### config.mk
export PLATFORM = sky130hd
export DESIGN_NAME = csq_sequencer
export DESIGN_NICKNAME = d
export VERILOG_FILES = /design/src/design/csq_pkg.sv /design/src/design/csq_sequencer.sv
export SDC_FILE = /design/constraint.sdc
export NUM_CORES = 2
export LEC_CHECK = 0
export BUFFER_PORTS_ARGS = -buffer_cell sky130_fd_sc_hd__buf_2
export CAP_MARGIN = 20
export CORE_MARGIN = 1
export CORE_UTILIZATION = 40
export DETAILED_ROUTE_END_ITERATION = 10
export SETUP_SLACK_MARGIN = 0.5
export SLEW_MARGIN = 5
export SYNTH_ARGS = -nofsm -noshare
export SYNTH_HDL_FRONTEND = slang
export SYNTH_SLANG_ARGS = --single-unit
### constraint.sdc
create_clock -name ref_clk_i -period 13.3 [get_ports ref_clk_i]
set_input_delay 1.33 -clock ref_clk_i [delete_from_list [all_inputs] [get_ports ref_clk_i]]
set_output_delay 1.33 -clock ref_clk_i [all_outputs]
set_load 0.005 [all_outputs]
### src/design/csq_pkg.sv
// Constants, types and register map of the compressor motor sequencer.
// Assumes one 100 MHz clock and a plain register port with 16-bit data.
package csq_pkg;
  localparam int DW = 16;
  localparam int CLK_MHZ = 100;
  localparam int MS_NS = 1000000;
  localparam int TICK_CYC_DEF = MS_NS * CLK_MHZ / 1000;
  localparam int MS_PER_S_DEF = 1000;
  localparam logic [DW-1:0] SELFCHK_S = 16'h0003;
  localparam logic [DW-1:0] PULSE_S = 16'h0001;
  // Trip limits in ms; a fault trips one tick before the limit
  localparam logic [DW-1:0] PHSEQ_MS = 16'h07d0;
  localparam logic [DW-1:0] FAST_MS = 16'h00c8;
  localparam logic [DW-1:0] UNBAL_MS = 16'h1388;
  localparam logic [DW-1:0] TEMP_MS = 16'h07d0;
  localparam int NF = 7;
  localparam int F_PHSEQ = 0;
  localparam int F_ROTOR = 1;
  localparam int F_SHORT = 2;
  localparam int F_LOSS = 3;
  localparam int F_UNBAL = 4;
  localparam int F_OVLD = 5;
  localparam int F_TEMP = 6;
  // Register offsets
  localparam logic [7:0] A_CTRL = 8'h00;
  localparam logic [7:0] A_STAR = 8'h04;
  localparam logic [7:0] A_LDLY = 8'h08;
  localparam logic [7:0] A_EMPTY = 8'h0c;
  localparam logic [7:0] A_STOP = 8'h10;
  localparam logic [7:0] A_RSTRT = 8'h14;
  localparam logic [7:0] A_LDP = 8'h18;
  localparam logic [7:0] A_ULP = 8'h1c;
  localparam logic [7:0] A_RATED = 8'h20;
  localparam logic [7:0] A_TLIM = 8'h24;
  localparam logic [7:0] A_FANON = 8'h28;
  localparam logic [7:0] A_FANOFF = 8'h2c;
  localparam logic [7:0] A_STAT = 8'h30;
  localparam logic [7:0] A_REMAIN = 8'h34;
  localparam int C_REMOTE = 0;
  localparam int C_MANUAL = 1;
  localparam int C_CLEAR = 2;
  localparam int S_ESTOP = 7;
  localparam int S_STATE = 8;
  // Reset values
  localparam logic [DW-1:0] STAR_RST = 16'h0006;
  localparam logic [DW-1:0] LDLY_RST = 16'h0002;
  localparam logic [DW-1:0] EMPTY_RST = 16'h04b0;
  localparam logic [DW-1:0] STOP_RST = 16'h000a;
  localparam logic [DW-1:0] RSTRT_RST = 16'h005a;
  localparam logic [DW-1:0] LDP_RST = 16'h0258;
  localparam logic [DW-1:0] ULP_RST = 16'h02bc;
  localparam logic [DW-1:0] RATED_RST = 16'h0064;
  localparam logic [DW-1:0] TLIM_RST = 16'h006e;
  localparam logic [DW-1:0] FANON_RST = 16'h0078;
  localparam logic [DW-1:0] FANOFF_RST = 16'h0046;

  typedef enum logic [3:0] {
    ST_SELFCHK, ST_IDLE, ST_STAR, ST_SWITCH, ST_LOADDLY,
    ST_LOADED, ST_UNLOADED, ST_PULSE, ST_STOPDLY, ST_AUTOWAIT
  } csq_state_e;

  typedef struct packed {
    logic [2:0][DW-1:0] main_motor_current_in;
    logic [DW-1:0] fan_current_in;
    logic [DW-1:0] pressure;
    logic [DW-1:0] temperature;
    logic [2:0] phase_present;
    logic phase_order_ok;
  } csq_sense_s;

  typedef struct packed {
    logic main_contactor_out;
    logic star_contactor_out;
    logic delta_contactor_out;
    logic load_valve;
    logic release_valve;
    logic fan;
  } csq_out_s;
endpackage

### src/design/csq_sequencer.sv
// Star-delta start, load/unload control and motor protection of a compressor.
// Sensor values are unsigned and synchronous; buttons are one-cycle or level.
//
// The placing of the registers and strobed register access were chosen for this implementation.
`timescale 1ns/1ns
module csq_sequencer
  import csq_pkg::*;
#(
  parameter int TICK_CYC = TICK_CYC_DEF,
  parameter int MS_PER_S = MS_PER_S_DEF
)
(
  input wire logic ref_clk_i,
  input wire logic rstn_i,
  input wire logic [7:0] addr_i,
  input wire logic [DW-1:0] wdata_i,
  input wire logic we_i,
  input wire logic re_i,
  output logic [DW-1:0] rdata_o,
  input wire csq_sense_s sense_i,
  input wire logic on_btn_i,
  input wire logic off_btn_i,
  input wire logic load_btn_i,
  input wire logic unload_btn_i,
  input wire logic remote_start_i,
  input wire logic remote_stop_i,
  input wire logic estop_i,
  output csq_out_s out_o,
  output logic power_indicator_o,
  output logic run_o,
  output logic fault_o,
  output logic [DW-1:0] restart_remain_o
);
  if (TICK_CYC < 2 || MS_PER_S < 1)
  begin : g_bad
    $error("csq_sequencer: tick parameters out of range");
  end

  csq_state_e state, next_state;
  logic [31:0] pre;
  logic [15:0] ms_cnt;
  logic ms_tick, sec_tick;
  logic [DW-1:0] st_sec, lock_s;
  logic [DW-1:0] star_dly, load_dly, empty_dly, stop_dly, rstrt_dly;
  logic [DW-1:0] load_sp, unload_sp, rated, tlim, fan_on_t, fan_off_t;
  logic remote, manual, clr, estop_lat, auto_stop, fan_hot;
  logic [NF-1:0] cond, flt;
  logic [DW-1:0] lim [NF];
  logic fault_any, motor_on, start_req, stop_req, can_start;
  logic [DW-1:0] mx, mn, ovl_lim;
  logic [23:0] c10, d100, m60;
  logic [DW-1:0] press;

  assign press = sense_i.pressure;

  // Millisecond and second time base
  always_ff @(posedge ref_clk_i)
  begin
    if (!rstn_i)
    begin
      pre <= '0;
      ms_cnt <= '0;
    end
    else
    begin
      pre <= ms_tick ? '0 : pre + 32'h1;
      if (ms_tick)
        ms_cnt <= sec_tick ? '0 : ms_cnt + 16'h1;
    end
  end
  assign ms_tick = (pre == 32'(TICK_CYC - 1));
  assign sec_tick = ms_tick && (ms_cnt == 16'(MS_PER_S - 1));

  // Register writes
  always_ff @(posedge ref_clk_i)
  begin
    if (!rstn_i)
    begin
      remote <= 1'b0;
      manual <= 1'b0;
      star_dly <= STAR_RST;
      load_dly <= LDLY_RST;
      empty_dly <= EMPTY_RST;
      stop_dly <= STOP_RST;
      rstrt_dly <= RSTRT_RST;
      load_sp <= LDP_RST;
      unload_sp <= ULP_RST;
      rated <= RATED_RST;
      tlim <= TLIM_RST;
      fan_on_t <= FANON_RST;
      fan_off_t <= FANOFF_RST;
    end
    else if (we_i)
    begin
      case (addr_i)
        A_CTRL:
        begin
          remote <= wdata_i[C_REMOTE];
          manual <= wdata_i[C_MANUAL];
        end
        A_STAR: star_dly <= wdata_i;
        A_LDLY: load_dly <= wdata_i;
        A_EMPTY: empty_dly <= wdata_i;
        A_STOP: stop_dly <= wdata_i;
        A_RSTRT: rstrt_dly <= wdata_i;
        A_LDP: load_sp <= wdata_i;
        A_ULP: unload_sp <= wdata_i;
        A_RATED: rated <= wdata_i;
        A_TLIM: tlim <= wdata_i;
        A_FANON: fan_on_t <= wdata_i;
        A_FANOFF: fan_off_t <= wdata_i;
        default: ;
      endcase
    end
  end
  assign clr = we_i && addr_i == A_CTRL && wdata_i[C_CLEAR];

  // Register reads, data the cycle after the strobe
  always_ff @(posedge ref_clk_i)
  begin
    if (!rstn_i)
      rdata_o <= '0;
    else if (re_i)
    begin
      case (addr_i)
        A_CTRL: rdata_o <= {14'h0, manual, remote};
        A_STAR: rdata_o <= star_dly;
        A_LDLY: rdata_o <= load_dly;
        A_EMPTY: rdata_o <= empty_dly;
        A_STOP: rdata_o <= stop_dly;
        A_RSTRT: rdata_o <= rstrt_dly;
        A_LDP: rdata_o <= load_sp;
        A_ULP: rdata_o <= unload_sp;
        A_RATED: rdata_o <= rated;
        A_TLIM: rdata_o <= tlim;
        A_FANON: rdata_o <= fan_on_t;
        A_FANOFF: rdata_o <= fan_off_t;
        A_STAT: rdata_o <= {4'h0, state, estop_lat, flt};
        A_REMAIN: rdata_o <= lock_s;
        default: rdata_o <= '0;
      endcase
    end
    else
      rdata_o <= '0;
  end

  // Phase current extremes
  always_comb
  begin
    mx = sense_i.main_motor_current_in[0];
    mn = sense_i.main_motor_current_in[0];
    for (int i = 1; i < 3; i++)
    begin
      if (sense_i.main_motor_current_in[i] > mx)
        mx = sense_i.main_motor_current_in[i];
      if (sense_i.main_motor_current_in[i] < mn)
        mn = sense_i.main_motor_current_in[i];
    end
  end
  assign c10 = 24'(mx) * 24'h00000a;
  assign d100 = 24'(mx - mn) * 24'h000064;
  assign m60 = 24'(mx) * 24'h00003c;

  // Inverse-time overload delay in ms by current multiple
  always_comb
  begin
    if (c10 >= 24'(rated) * 24'h00001e)
      ovl_lim = 16'h03e8;
    else if (c10 >= 24'(rated) * 24'h000014)
      ovl_lim = 16'h1388;
    else if (c10 >= 24'(rated) * 24'h000010)
      ovl_lim = 16'h1f40;
    else if (c10 >= 24'(rated) * 24'h00000f)
      ovl_lim = 16'h5dc0;
    else if (c10 >= 24'(rated) * 24'h00000d)
      ovl_lim = 16'hbb80;
    else
      ovl_lim = 16'hea60;
  end

  assign motor_on = state inside {ST_STAR, ST_SWITCH, ST_LOADDLY, ST_LOADED,
                                  ST_UNLOADED, ST_PULSE, ST_STOPDLY};
  assign cond[F_PHSEQ] = !sense_i.phase_order_ok;
  assign cond[F_ROTOR] = motor_on && c10 >= 24'(rated) * 24'h000028;
  assign cond[F_SHORT] = motor_on && c10 >= 24'(rated) * 24'h000050;
  assign cond[F_LOSS] = motor_on && sense_i.phase_present != 3'h7;
  assign cond[F_UNBAL] = motor_on && mx != '0 && d100 >= m60;
  assign cond[F_OVLD] = motor_on && c10 >= 24'(rated) * 24'h00000c;
  assign cond[F_TEMP] = sense_i.temperature > tlim;
  assign lim[F_PHSEQ] = PHSEQ_MS;
  assign lim[F_ROTOR] = FAST_MS;
  assign lim[F_SHORT] = FAST_MS;
  assign lim[F_LOSS] = FAST_MS;
  assign lim[F_UNBAL] = UNBAL_MS;
  assign lim[F_OVLD] = ovl_lim;
  assign lim[F_TEMP] = TEMP_MS;

  // Each fault must persist for one ms tick less than its limit; latched until cleared
  for (genvar f = 0; f < NF; f++)
  begin : g_flt
    logic [DW-1:0] cnt;
    always_ff @(posedge ref_clk_i)
    begin
      if (!rstn_i)
        cnt <= '0;
      else if (!cond[f])
        cnt <= '0;
      else if (ms_tick && cnt != 16'hffff)
        cnt <= cnt + 16'h1;
    end
    always_ff @(posedge ref_clk_i)
    begin
      if (!rstn_i)
        flt[f] <= 1'b0;
      else if (cond[f] && cnt + 16'h1 >= lim[f])
        flt[f] <= 1'b1; // Set wins over clear
      else if (clr && !cond[f])
        flt[f] <= 1'b0;
    end
  end

  always_ff @(posedge ref_clk_i)
  begin
    if (!rstn_i)
      estop_lat <= 1'b0;
    else if (estop_i)
      estop_lat <= 1'b1;
    else if (clr)
      estop_lat <= 1'b0;
  end

  assign fault_any = |flt || estop_lat || estop_i;
  assign start_req = remote ? remote_start_i : on_btn_i;
  assign stop_req = remote ? remote_stop_i : off_btn_i;
  assign can_start = lock_s == '0 && !fault_any;

  always_comb
  begin
    next_state = state;
    case (state)
      ST_SELFCHK:
        if (st_sec >= SELFCHK_S)
          next_state = ST_IDLE;
      ST_IDLE:
        if (start_req && can_start)
          next_state = ST_STAR;
      ST_STAR:
        if (st_sec >= star_dly)
          next_state = ST_SWITCH;
      ST_SWITCH:
        next_state = ST_LOADDLY;
      ST_LOADDLY:
        if (st_sec >= load_dly)
          next_state = manual ? ST_UNLOADED : ST_LOADED;
      ST_LOADED:
        if (press > unload_sp)
          next_state = ST_UNLOADED;
        else if (unload_btn_i && press > load_sp)
          next_state = ST_UNLOADED;
      ST_UNLOADED:
        if (!manual && press < load_sp)
          next_state = ST_LOADED;
        else if (load_btn_i)
          next_state = press > unload_sp ? ST_PULSE : ST_LOADED;
        else if (st_sec >= empty_dly)
          next_state = ST_STOPDLY;
      ST_PULSE:
        if (st_sec >= PULSE_S)
          next_state = ST_UNLOADED;
      ST_STOPDLY:
        if (st_sec >= stop_dly)
          next_state = auto_stop ? ST_AUTOWAIT : ST_IDLE;
      ST_AUTOWAIT:
        if (press <= load_sp && can_start)
          next_state = ST_STAR;
      default:
        next_state = ST_IDLE;
    endcase
    if (state != ST_SELFCHK)
    begin
      if (fault_any && state != ST_IDLE)
        next_state = ST_IDLE;
      else if (stop_req && (state == ST_STAR || state == ST_SWITCH
                            || state == ST_AUTOWAIT))
        next_state = ST_IDLE;
      else if (stop_req && motor_on)
        next_state = ST_STOPDLY;
    end
  end

  always_ff @(posedge ref_clk_i)
  begin
    if (!rstn_i)
    begin
      state <= ST_SELFCHK;
      st_sec <= '0;
    end
    else
    begin
      state <= next_state;
      if (next_state != state)
        st_sec <= '0;
      else if (sec_tick && st_sec != 16'hffff)
        st_sec <= st_sec + 16'h1;
    end
  end

  always_ff @(posedge ref_clk_i)
  begin
    if (!rstn_i)
      auto_stop <= 1'b0;
    else if (state == ST_UNLOADED && next_state == ST_STOPDLY && !stop_req)
      auto_stop <= 1'b1;
    else if (stop_req || fault_any)
      auto_stop <= 1'b0;
  end

  // Restart lockout, loaded whenever the motor stops or the emergency stop input is high
  always_ff @(posedge ref_clk_i)
  begin
    if (!rstn_i)
      lock_s <= '0;
    else if ((motor_on && !(next_state inside {ST_STAR, ST_SWITCH, ST_LOADDLY,
             ST_LOADED, ST_UNLOADED, ST_PULSE, ST_STOPDLY})) || estop_i)
      lock_s <= rstrt_dly;
    else if (sec_tick && lock_s != '0)
      lock_s <= lock_s - 16'h1;
  end

  // Hysteresis keeps the fan from chattering near one threshold
  always_ff @(posedge ref_clk_i)
  begin
    if (!rstn_i)
      fan_hot <= 1'b0;
    else if (sense_i.temperature > fan_on_t)
      fan_hot <= 1'b1;
    else if (sense_i.temperature < fan_off_t)
      fan_hot <= 1'b0;
  end

  // Outputs follow state one cycle later; star and delta never share a state
  always_ff @(posedge ref_clk_i)
  begin
    if (!rstn_i)
    begin
      out_o <= '0;
      run_o <= 1'b0;
      fault_o <= 1'b0;
      power_indicator_o <= 1'b0;
      restart_remain_o <= '0;
    end
    else
    begin
      out_o.main_contactor_out <= motor_on;
      out_o.star_contactor_out <= state == ST_STAR;
      out_o.delta_contactor_out <= motor_on && state != ST_STAR
                                   && state != ST_SWITCH;
      out_o.load_valve <= state == ST_LOADED || state == ST_PULSE;
      out_o.release_valve <= state == ST_UNLOADED || state == ST_STOPDLY;
      out_o.fan <= motor_on && fan_hot;
      run_o <= motor_on;
      fault_o <= fault_any;
      power_indicator_o <= 1'b1;
      restart_remain_o <= lock_s;
    end
  end
endmodule

* Word level (Yosys, flattened, before mapping) *
Cells that the tools add are included.
W data, S select, Z words.

storage, ports and cells
  output and inout bits = 41
  input port bits = 135
  register bits = 424

cells by class
  reduce and logical (&&, ||, !) cells = 107
  $add $sub $neg = 12
  multipliers = 10
  magnitude comparators = 33
  mux-type cells = 56
  bitwise operators = 1
  eq/ne operators = 44

operators by type and width
  operator                 count
  $pmux W16 S14            1
  $mux W16                 11
  $add A16 B1 Y16 const B  9
  $ne A16 B16 Y1 const B   8
  $gt A16 B16 Y1           6
  $ge A16 B16 Y1           5
  $ge A20 B20 Y1           4
  $mul A16 B4 Y20 const B  4
  $mul A16 B3 Y19 const B  4
  $mux W4                  17
  $lt A16 B16 Y1           4
  $eq A8 B6 Y1 const B     6
  $ge A16 B8 Y1 const B    3
  $logic_and A1 B1 Y1      46
  $ge A20 B21 Y1           2
  $pmux W4 S10             1
  $reduce_and A2 Y1        19
  $add A32 B1 Y32 const B  1
  $eq A32 B17 Y1 const B   1
  $eq A4 B3 Y1 const B     8
  $eq A8 B5 Y1 const B     4
  $ge A16 B11 Y1 const B   2
  $reduce_bool A16 Y1      2
  $ge A24 B22 Y1           1
  34 further kinds         94

* Logic depth before layout (Yosys ltp) *
  depth after elaboration = 18
  depth in mapped cells = 58
  depth with buffers taken out = 57

* Least setup slack after synthesis *
No wires, ideal clock.

  kind = input port to flip-flop
  from = input port sense_i[66] (netlist bit)
  to = register g_flt[4].cnt[12]
  arrival = 11.512 ns
  slack = 1.672 ns
  stages = 50
  library setup time = 0.116 ns
  cell sequence = inv_1 ha_1 nand4_2 or4_4 a21oi_4 nor4b_4 nor2_4 buf_1 mux2i_1 ha_1 nand2_1 nor3_1 nand4_1 or3_1 nor4_1 nor3_4 o211a_4 o21ai_2 [14 not listed] fa_1 inv_1 ha_1 a21o_1 a21oi_1 o21ai_0 o21a_1 a21o_1 a21oi_1 xnor2_1 ha_1 a2111oi_0 o21ai_0 a31oi_1 o22ai_1 o211ai_2 buf_4 nor2_1

on the way
  cells in the longest elaborated chain, start to end = 9
  elaborated cells on any way between the ends = 16
  those cells by class = 1 x add/sub; 2 x mul; 5 x order compare; 4 x mux; 4 x reduce/logical

RTL lines
  what                                                     RTL line                                    RTL
  start, declared                                          csq_sequencer.sv:20                         input wire csq_sense_s sense_i,
  $gt A16 B16 Y1 / $lt A16 B16 Y1 (equally long branches)  csq_sequencer.sv:154, csq_sequencer.sv:156
  $mux W16, on equally long branches                       csq_sequencer.sv:154, csq_sequencer.sv:156
  $gt A16 B16 Y1 / $lt A16 B16 Y1 (equally long branches)  csq_sequencer.sv:154, csq_sequencer.sv:156
  $mux W16, on equally long branches                       csq_sequencer.sv:154, csq_sequencer.sv:156
  $sub A16 B16 Y17                                         csq_sequencer.sv:161                        assign d100 = 24'(mx - mn) * 24'h000064;
  $mul A24 B5 Y22                                          csq_sequencer.sv:161
  $ge A24 B22 Y1                                           csq_sequencer.sv:187                        assign cond[F_UNBAL] = motor_on && mx != '0 && d100 >= m60;
  $logic_and A1 B1 Y1 (*)                                  csq_sequencer.sv:187
  $reduce_and A2 Y1 (no line) (*)                          -
  end signal, assigned                                     csq_sequencer.sv:209                        cnt <= cnt + 16'h1;
  end, declared                                            csq_sequencer.sv:201                        logic [DW-1:0] cnt;

Every way passes the cells marked *; elsewhere a longest branch is shown, timed or not.
A chain may end at the register's enable or synchronous reset.

* Worst setup path after layout *
  from = input port sense_i[66] (netlist bit)
  to = register flt[4]

on the way
  cells in the longest elaborated chain, start to end = 11
  elaborated cells on any way between the ends = 20
  those cells by class = 1 x add/sub; 2 x mul; 5 x order compare; 5 x mux; 7 x reduce/logical

RTL lines
  what                                                     RTL line                                    RTL
  $gt A16 B16 Y1 / $lt A16 B16 Y1 (equally long branches)  csq_sequencer.sv:154, csq_sequencer.sv:156
  $mux W16, on equally long branches                       csq_sequencer.sv:154, csq_sequencer.sv:156
  $gt A16 B16 Y1 / $lt A16 B16 Y1 (equally long branches)  csq_sequencer.sv:154, csq_sequencer.sv:156
  $mux W16, on equally long branches                       csq_sequencer.sv:154, csq_sequencer.sv:156
  $sub A16 B16 Y17                                         csq_sequencer.sv:161
  $mul A24 B5 Y22                                          csq_sequencer.sv:161
  $ge A24 B22 Y1                                           csq_sequencer.sv:187
  $logic_and A1 B1 Y1 (*)                                  csq_sequencer.sv:187
  $logic_not A1 Y1                                         csq_sequencer.sv:217                        else if (clr && !cond[f])
  $logic_and A1 B1 Y1                                      csq_sequencer.sv:217
  $reduce_bool A2 Y1 (no line)                             -
  end signal, assigned by index                            csq_sequencer.sv:214                        flt[f] <= 1'b0;
  end signal, assigned by index                            csq_sequencer.sv:216                        flt[f] <= 1'b1;
  end signal, assigned by index                            csq_sequencer.sv:218                        flt[f] <= 1'b0;
  end, declared                                            csq_sequencer.sv:47                         logic [NF-1:0] cond, flt;

Marks and branches as above.

==> impl_metrics.py <==
metrics = {
    "global_routing": {
        "grt_pass1_vias": 30200,
        "grtUsageTotal": 0.239,
        "grt_pass1_wl_mm": 177,
        "overflow": 0,
        "grt_antenna_before_repair": 32,
        "grt_max_degree": 89,
    },
    "synthesis": {
        "synth_edf_count": 0,
        "synth_area_um2": 37100,
        "syn_inst": 4598,
        "synth_area_per_cell_um2": 8.08,
        "yosysUniqueCellTypes": 104,
        "ys_ff_latch": 424,
        "yosys_warnings": 0,
        "ys_seq_area_frac": 0.228,
        "syn_nets": 5401,
        "synthArstFlopShare": 0,
        "synth_flop_cell": "dfxtp_1",
    },
    "sta": {
        "fin_skew_ns": 0.0385,
        "hold_violations": 0,
        "slew-limit-headroom": 0.208,
        "timing.final.crit_period_ns": 11.90,
        "fmax_ghz": 0.0840,
        "fin_tns_setup_ns": 0,
        "tightest_slew_ns": 1.19,
        "drv_slew": 0,
        "fin_crit_sh": 0.895,
        "whs_ns": 0.475,
        "setup_violations": 0,
        "grt_setup_unrepaired": "no",
    },
    "route": {
        "routed_wl_mm": 115,
        "final_antenna_net_count": 0,
        "wl_per_cell_um": 19.1,
        "via_per_inst": 5.53,
        "dr.pass1.iters": 7,
        "drtIter0Drc": 3193,
        "drc_errors": 0,
        "via_count": 33200,
    },
    "cts": {
        "root_buffer": "clkbuf_16",
        "insertion_delay_ns": 0.62,
        "postCtsSetupRepairBufs": 0,
        "numCtsBuffers": 48,
        "clock_sinks": 424,
        "cts_tree": "yes",
        "ctsHoldBuffers": 0,
        "clk_path_buf_depth": 3,
        "clkTransAtPathRegs_ns": 0.06,
        "cts.htree.levels": 2,
    },
    "place": {
        "dpl_cell_area_um2": 39300,
        "dp_hpwl_mm": 88.7,
        "gp_congestion": 0.990,
        "port_buffers": 159,
    },
    "critical_path": {
        "critPathSlowestCell": "o21ai_0",
        "max_stage_delay_ns": 0.66,
        "worstPathArrival_ns": 12.36,
        "crit_required_ns": 13.75,
        "critPathMaxFanout": 12,
        "worstSetupEndpointType": "flip-flop",
        "timing.critical_path.from_type": "input port",
        "crit_top_cell": "ha_1",
        "setup.worst_path.class": "input port to flip-flop",
    },
    "finish": {
        "fillers": 9167,
        "final_core_util": 0.447,
        "layout_common_cells": "599 x nand2_1, 569 x ha_1, 424 x dfxtp_1, 392 x inv_1, 368 x nor2_1",
        "stdcell_area_um2": 41100,
        "fin_nets": 5514,
        "drive_gt1_frac": 0.0760,
        "area_delta_synth_final_pct": 10.6,
        "layout_commonest_cell": "nand2_1",
    },
    "power_and_ir_drop": {
        "clock_power_share": 0.138,
        "total_power_mw": 10.3,
        "power_density_nw_per_um2": 250,
        "ir_worst_vdd_mv": 0.504,
        "pwr-share-seq": 0.126,
        "p_int_mw": 5.55,
        "swShare": 0.459,
        "comb_power_share": 0.736,
        "p_switching_mw": 4.71,
        "power_leakage_nw": 17.7,
    },
    "die": {
        "die_h_um": 307,
        "rows": 111,
        "start_util": 0.405,
        "die_x_um": 307,
        "pin_count": 176,
        "core-area_um2": 91800,
        "die-area_um2": 94100,
    },
    "flow_run": {
        "cap_violations": 0,
    },
    "status": {
        "status": "finished clean",
    },
    "min_path": {
        "timing.hold.worst.class": "flip-flop to flip-flop",
    },
}
-- cells in the mapped netlist (9+ instances only) --
master | n | area share
a2111oi_0 | 10 | 0.0024
a211oi_1 | 34 | 0.0069
a21boi_0 | 12 | 0.0024
a21o_1 | 117 | 0.024
a21oi_1 | 319 | 0.043
a221oi_1 | 39 | 0.0092
a222oi_1 | 10 | 0.0027
a22o_1 | 28 | 0.0066
a22oi_1 | 28 | 0.0057
a31o_2 | 10 | 0.0024
a31oi_1 | 51 | 0.0086
and2_1 | 40 | 0.0067
and3_1 | 55 | 0.0093
and4_1 | 18 | 0.0042
clkbuf_1 | 134 | 0.014
dfxtp_1 | 424 | 0.23
fa_1 | 99 | 0.053
ha_1 | 569 | 0.19
inv_1 | 393 | 0.040
mux2i_1 | 40 | 0.011
nand2_1 | 599 | 0.061
nand2b_1 | 37 | 0.0062
nand3_1 | 121 | 0.016
nand4_1 | 92 | 0.015
nor2_1 | 370 | 0.037
nor2b_1 | 51 | 0.0086
nor3_1 | 57 | 0.0077
nor4_1 | 34 | 0.0057
o211ai_1 | 46 | 0.0093
o21a_1 | 57 | 0.012
o21ai_0 | 159 | 0.021
o21bai_1 | 9 | 0.0018
o22ai_1 | 10 | 0.0017
or3_1 | 28 | 0.0047
xnor2_1 | 139 | 0.033
xor2_1 | 165 | 0.039
-- registers in the layout, indices dropped and copies added, names as in the netlist, 7 cells and up --
signal and cells:
empty_dly 16, fan_off_t 16, fan_on_t 16, flt 7, g_flt.cnt 112, load_dly 16
load_sp 16, lock_s 16, ms_cnt 16, pre 32, rated 16, rdata_o 16
restart_remain_o 16, rstrt_dly 16, st_sec 16, star_dly 16, stop_dly 16, tlim 16
unload_sp 16
-- per-layer routing --
metal,vias up,part of all wire,GRT usage
li1,16400,-,-
met1,15500,0.46,0.343
met2,1082,0.41,0.351
met3,196,0.10,0.0604
met4,26,0.027,0.0645
met5,-,0.0013,0
-- path summary, 6_finish.rpt --
check                                              start                       end  slack (ns)  depth (start not counted)
worst max-delay path                         sense_i[66]       flt[4]$_SDFFE_PN0P_        1.40                         45
worst min-delay path            load_dly[4]$_SDFFE_PN0P_  load_dly[4]$_SDFFE_PN0P_        0.47                          2
worst max register to register     rated[3]$_SDFFE_PN0P_       flt[5]$_SDFFE_PN0P_        5.53                         34
worst min register to register  load_dly[4]$_SDFFE_PN0P_  load_dly[4]$_SDFFE_PN0P_        0.47                          2
-- timing repair --
action,4_1_cts,5_1_grt
setup endpoints to repair,0,18
endpoints found under the hold margin,0,0
gates resized for setup,0,6
-- cell type report --
cell class | count | area (um2) | share of cell area
multi-input combinational | 3629 | 26600 | 0.648
antenna | 16 | 40.0 | 0.000975
sequential | 424 | 8490 | 0.207
tap | 1243 | 1560 | 0.0379
inverter | 395 | 1490 | 0.0362
clock buffer | 67 | 1370 | 0.0334
timing repair buffer | 213 | 1210 | 0.0294
clock inverter | 19 | 292 | 0.00710
-- per-stage QoR --
step                instances  setup slack (ns)
global placement         5899             0.706
finish                   6006              1.40
floorplan                4598              1.67
CTS                      5986              1.22
global route             6004             0.568
detailed placement       5900             0.599
-- critical path, delay by kind of cell --
family	cells	cell delay, ns
buffers and inverters	6	0.88
AOI/OAI and AO/OA	17	4.25
xor gates and xnor gates	2	0.43
and+or+nand+nor	11	2.25
adders and majority gates	8	2.76
muxes	1	0.42
-- cells by family (layout without fill, tap and decap cells) --
kind of cell | count (synthesis) | after routing | share of synthesized area
buffers and inverters | 545 | 694 | 0.0558
other | 0 | 16 | 0
adders and majority gates | 670 | 670 | 0.246
xor gates and xnor gates | 306 | 306 | 0.0726
muxes | 45 | 45 | 0.0124
and+or+nand+nor | 1564 | 1564 | 0.198
DFF | 424 | 424 | 0.228
AOI/OAI and AO/OA | 1044 | 1044 | 0.188
-- power groups by stage --
stage,Combinational (mW),Clock [mW],Sequential (mW)
3_5_place_dp,7.50,0,1.32
3_3_place_gp,7.42,0,1.32
6_report,7.55,1.42,1.29
4_1_cts,7.58,1.43,1.29
5_1_grt,8.75,1.49,1.29
2_1_floorplan,5.88,0,1.31
Note: power is estimated with default switching activity, not from simulation.
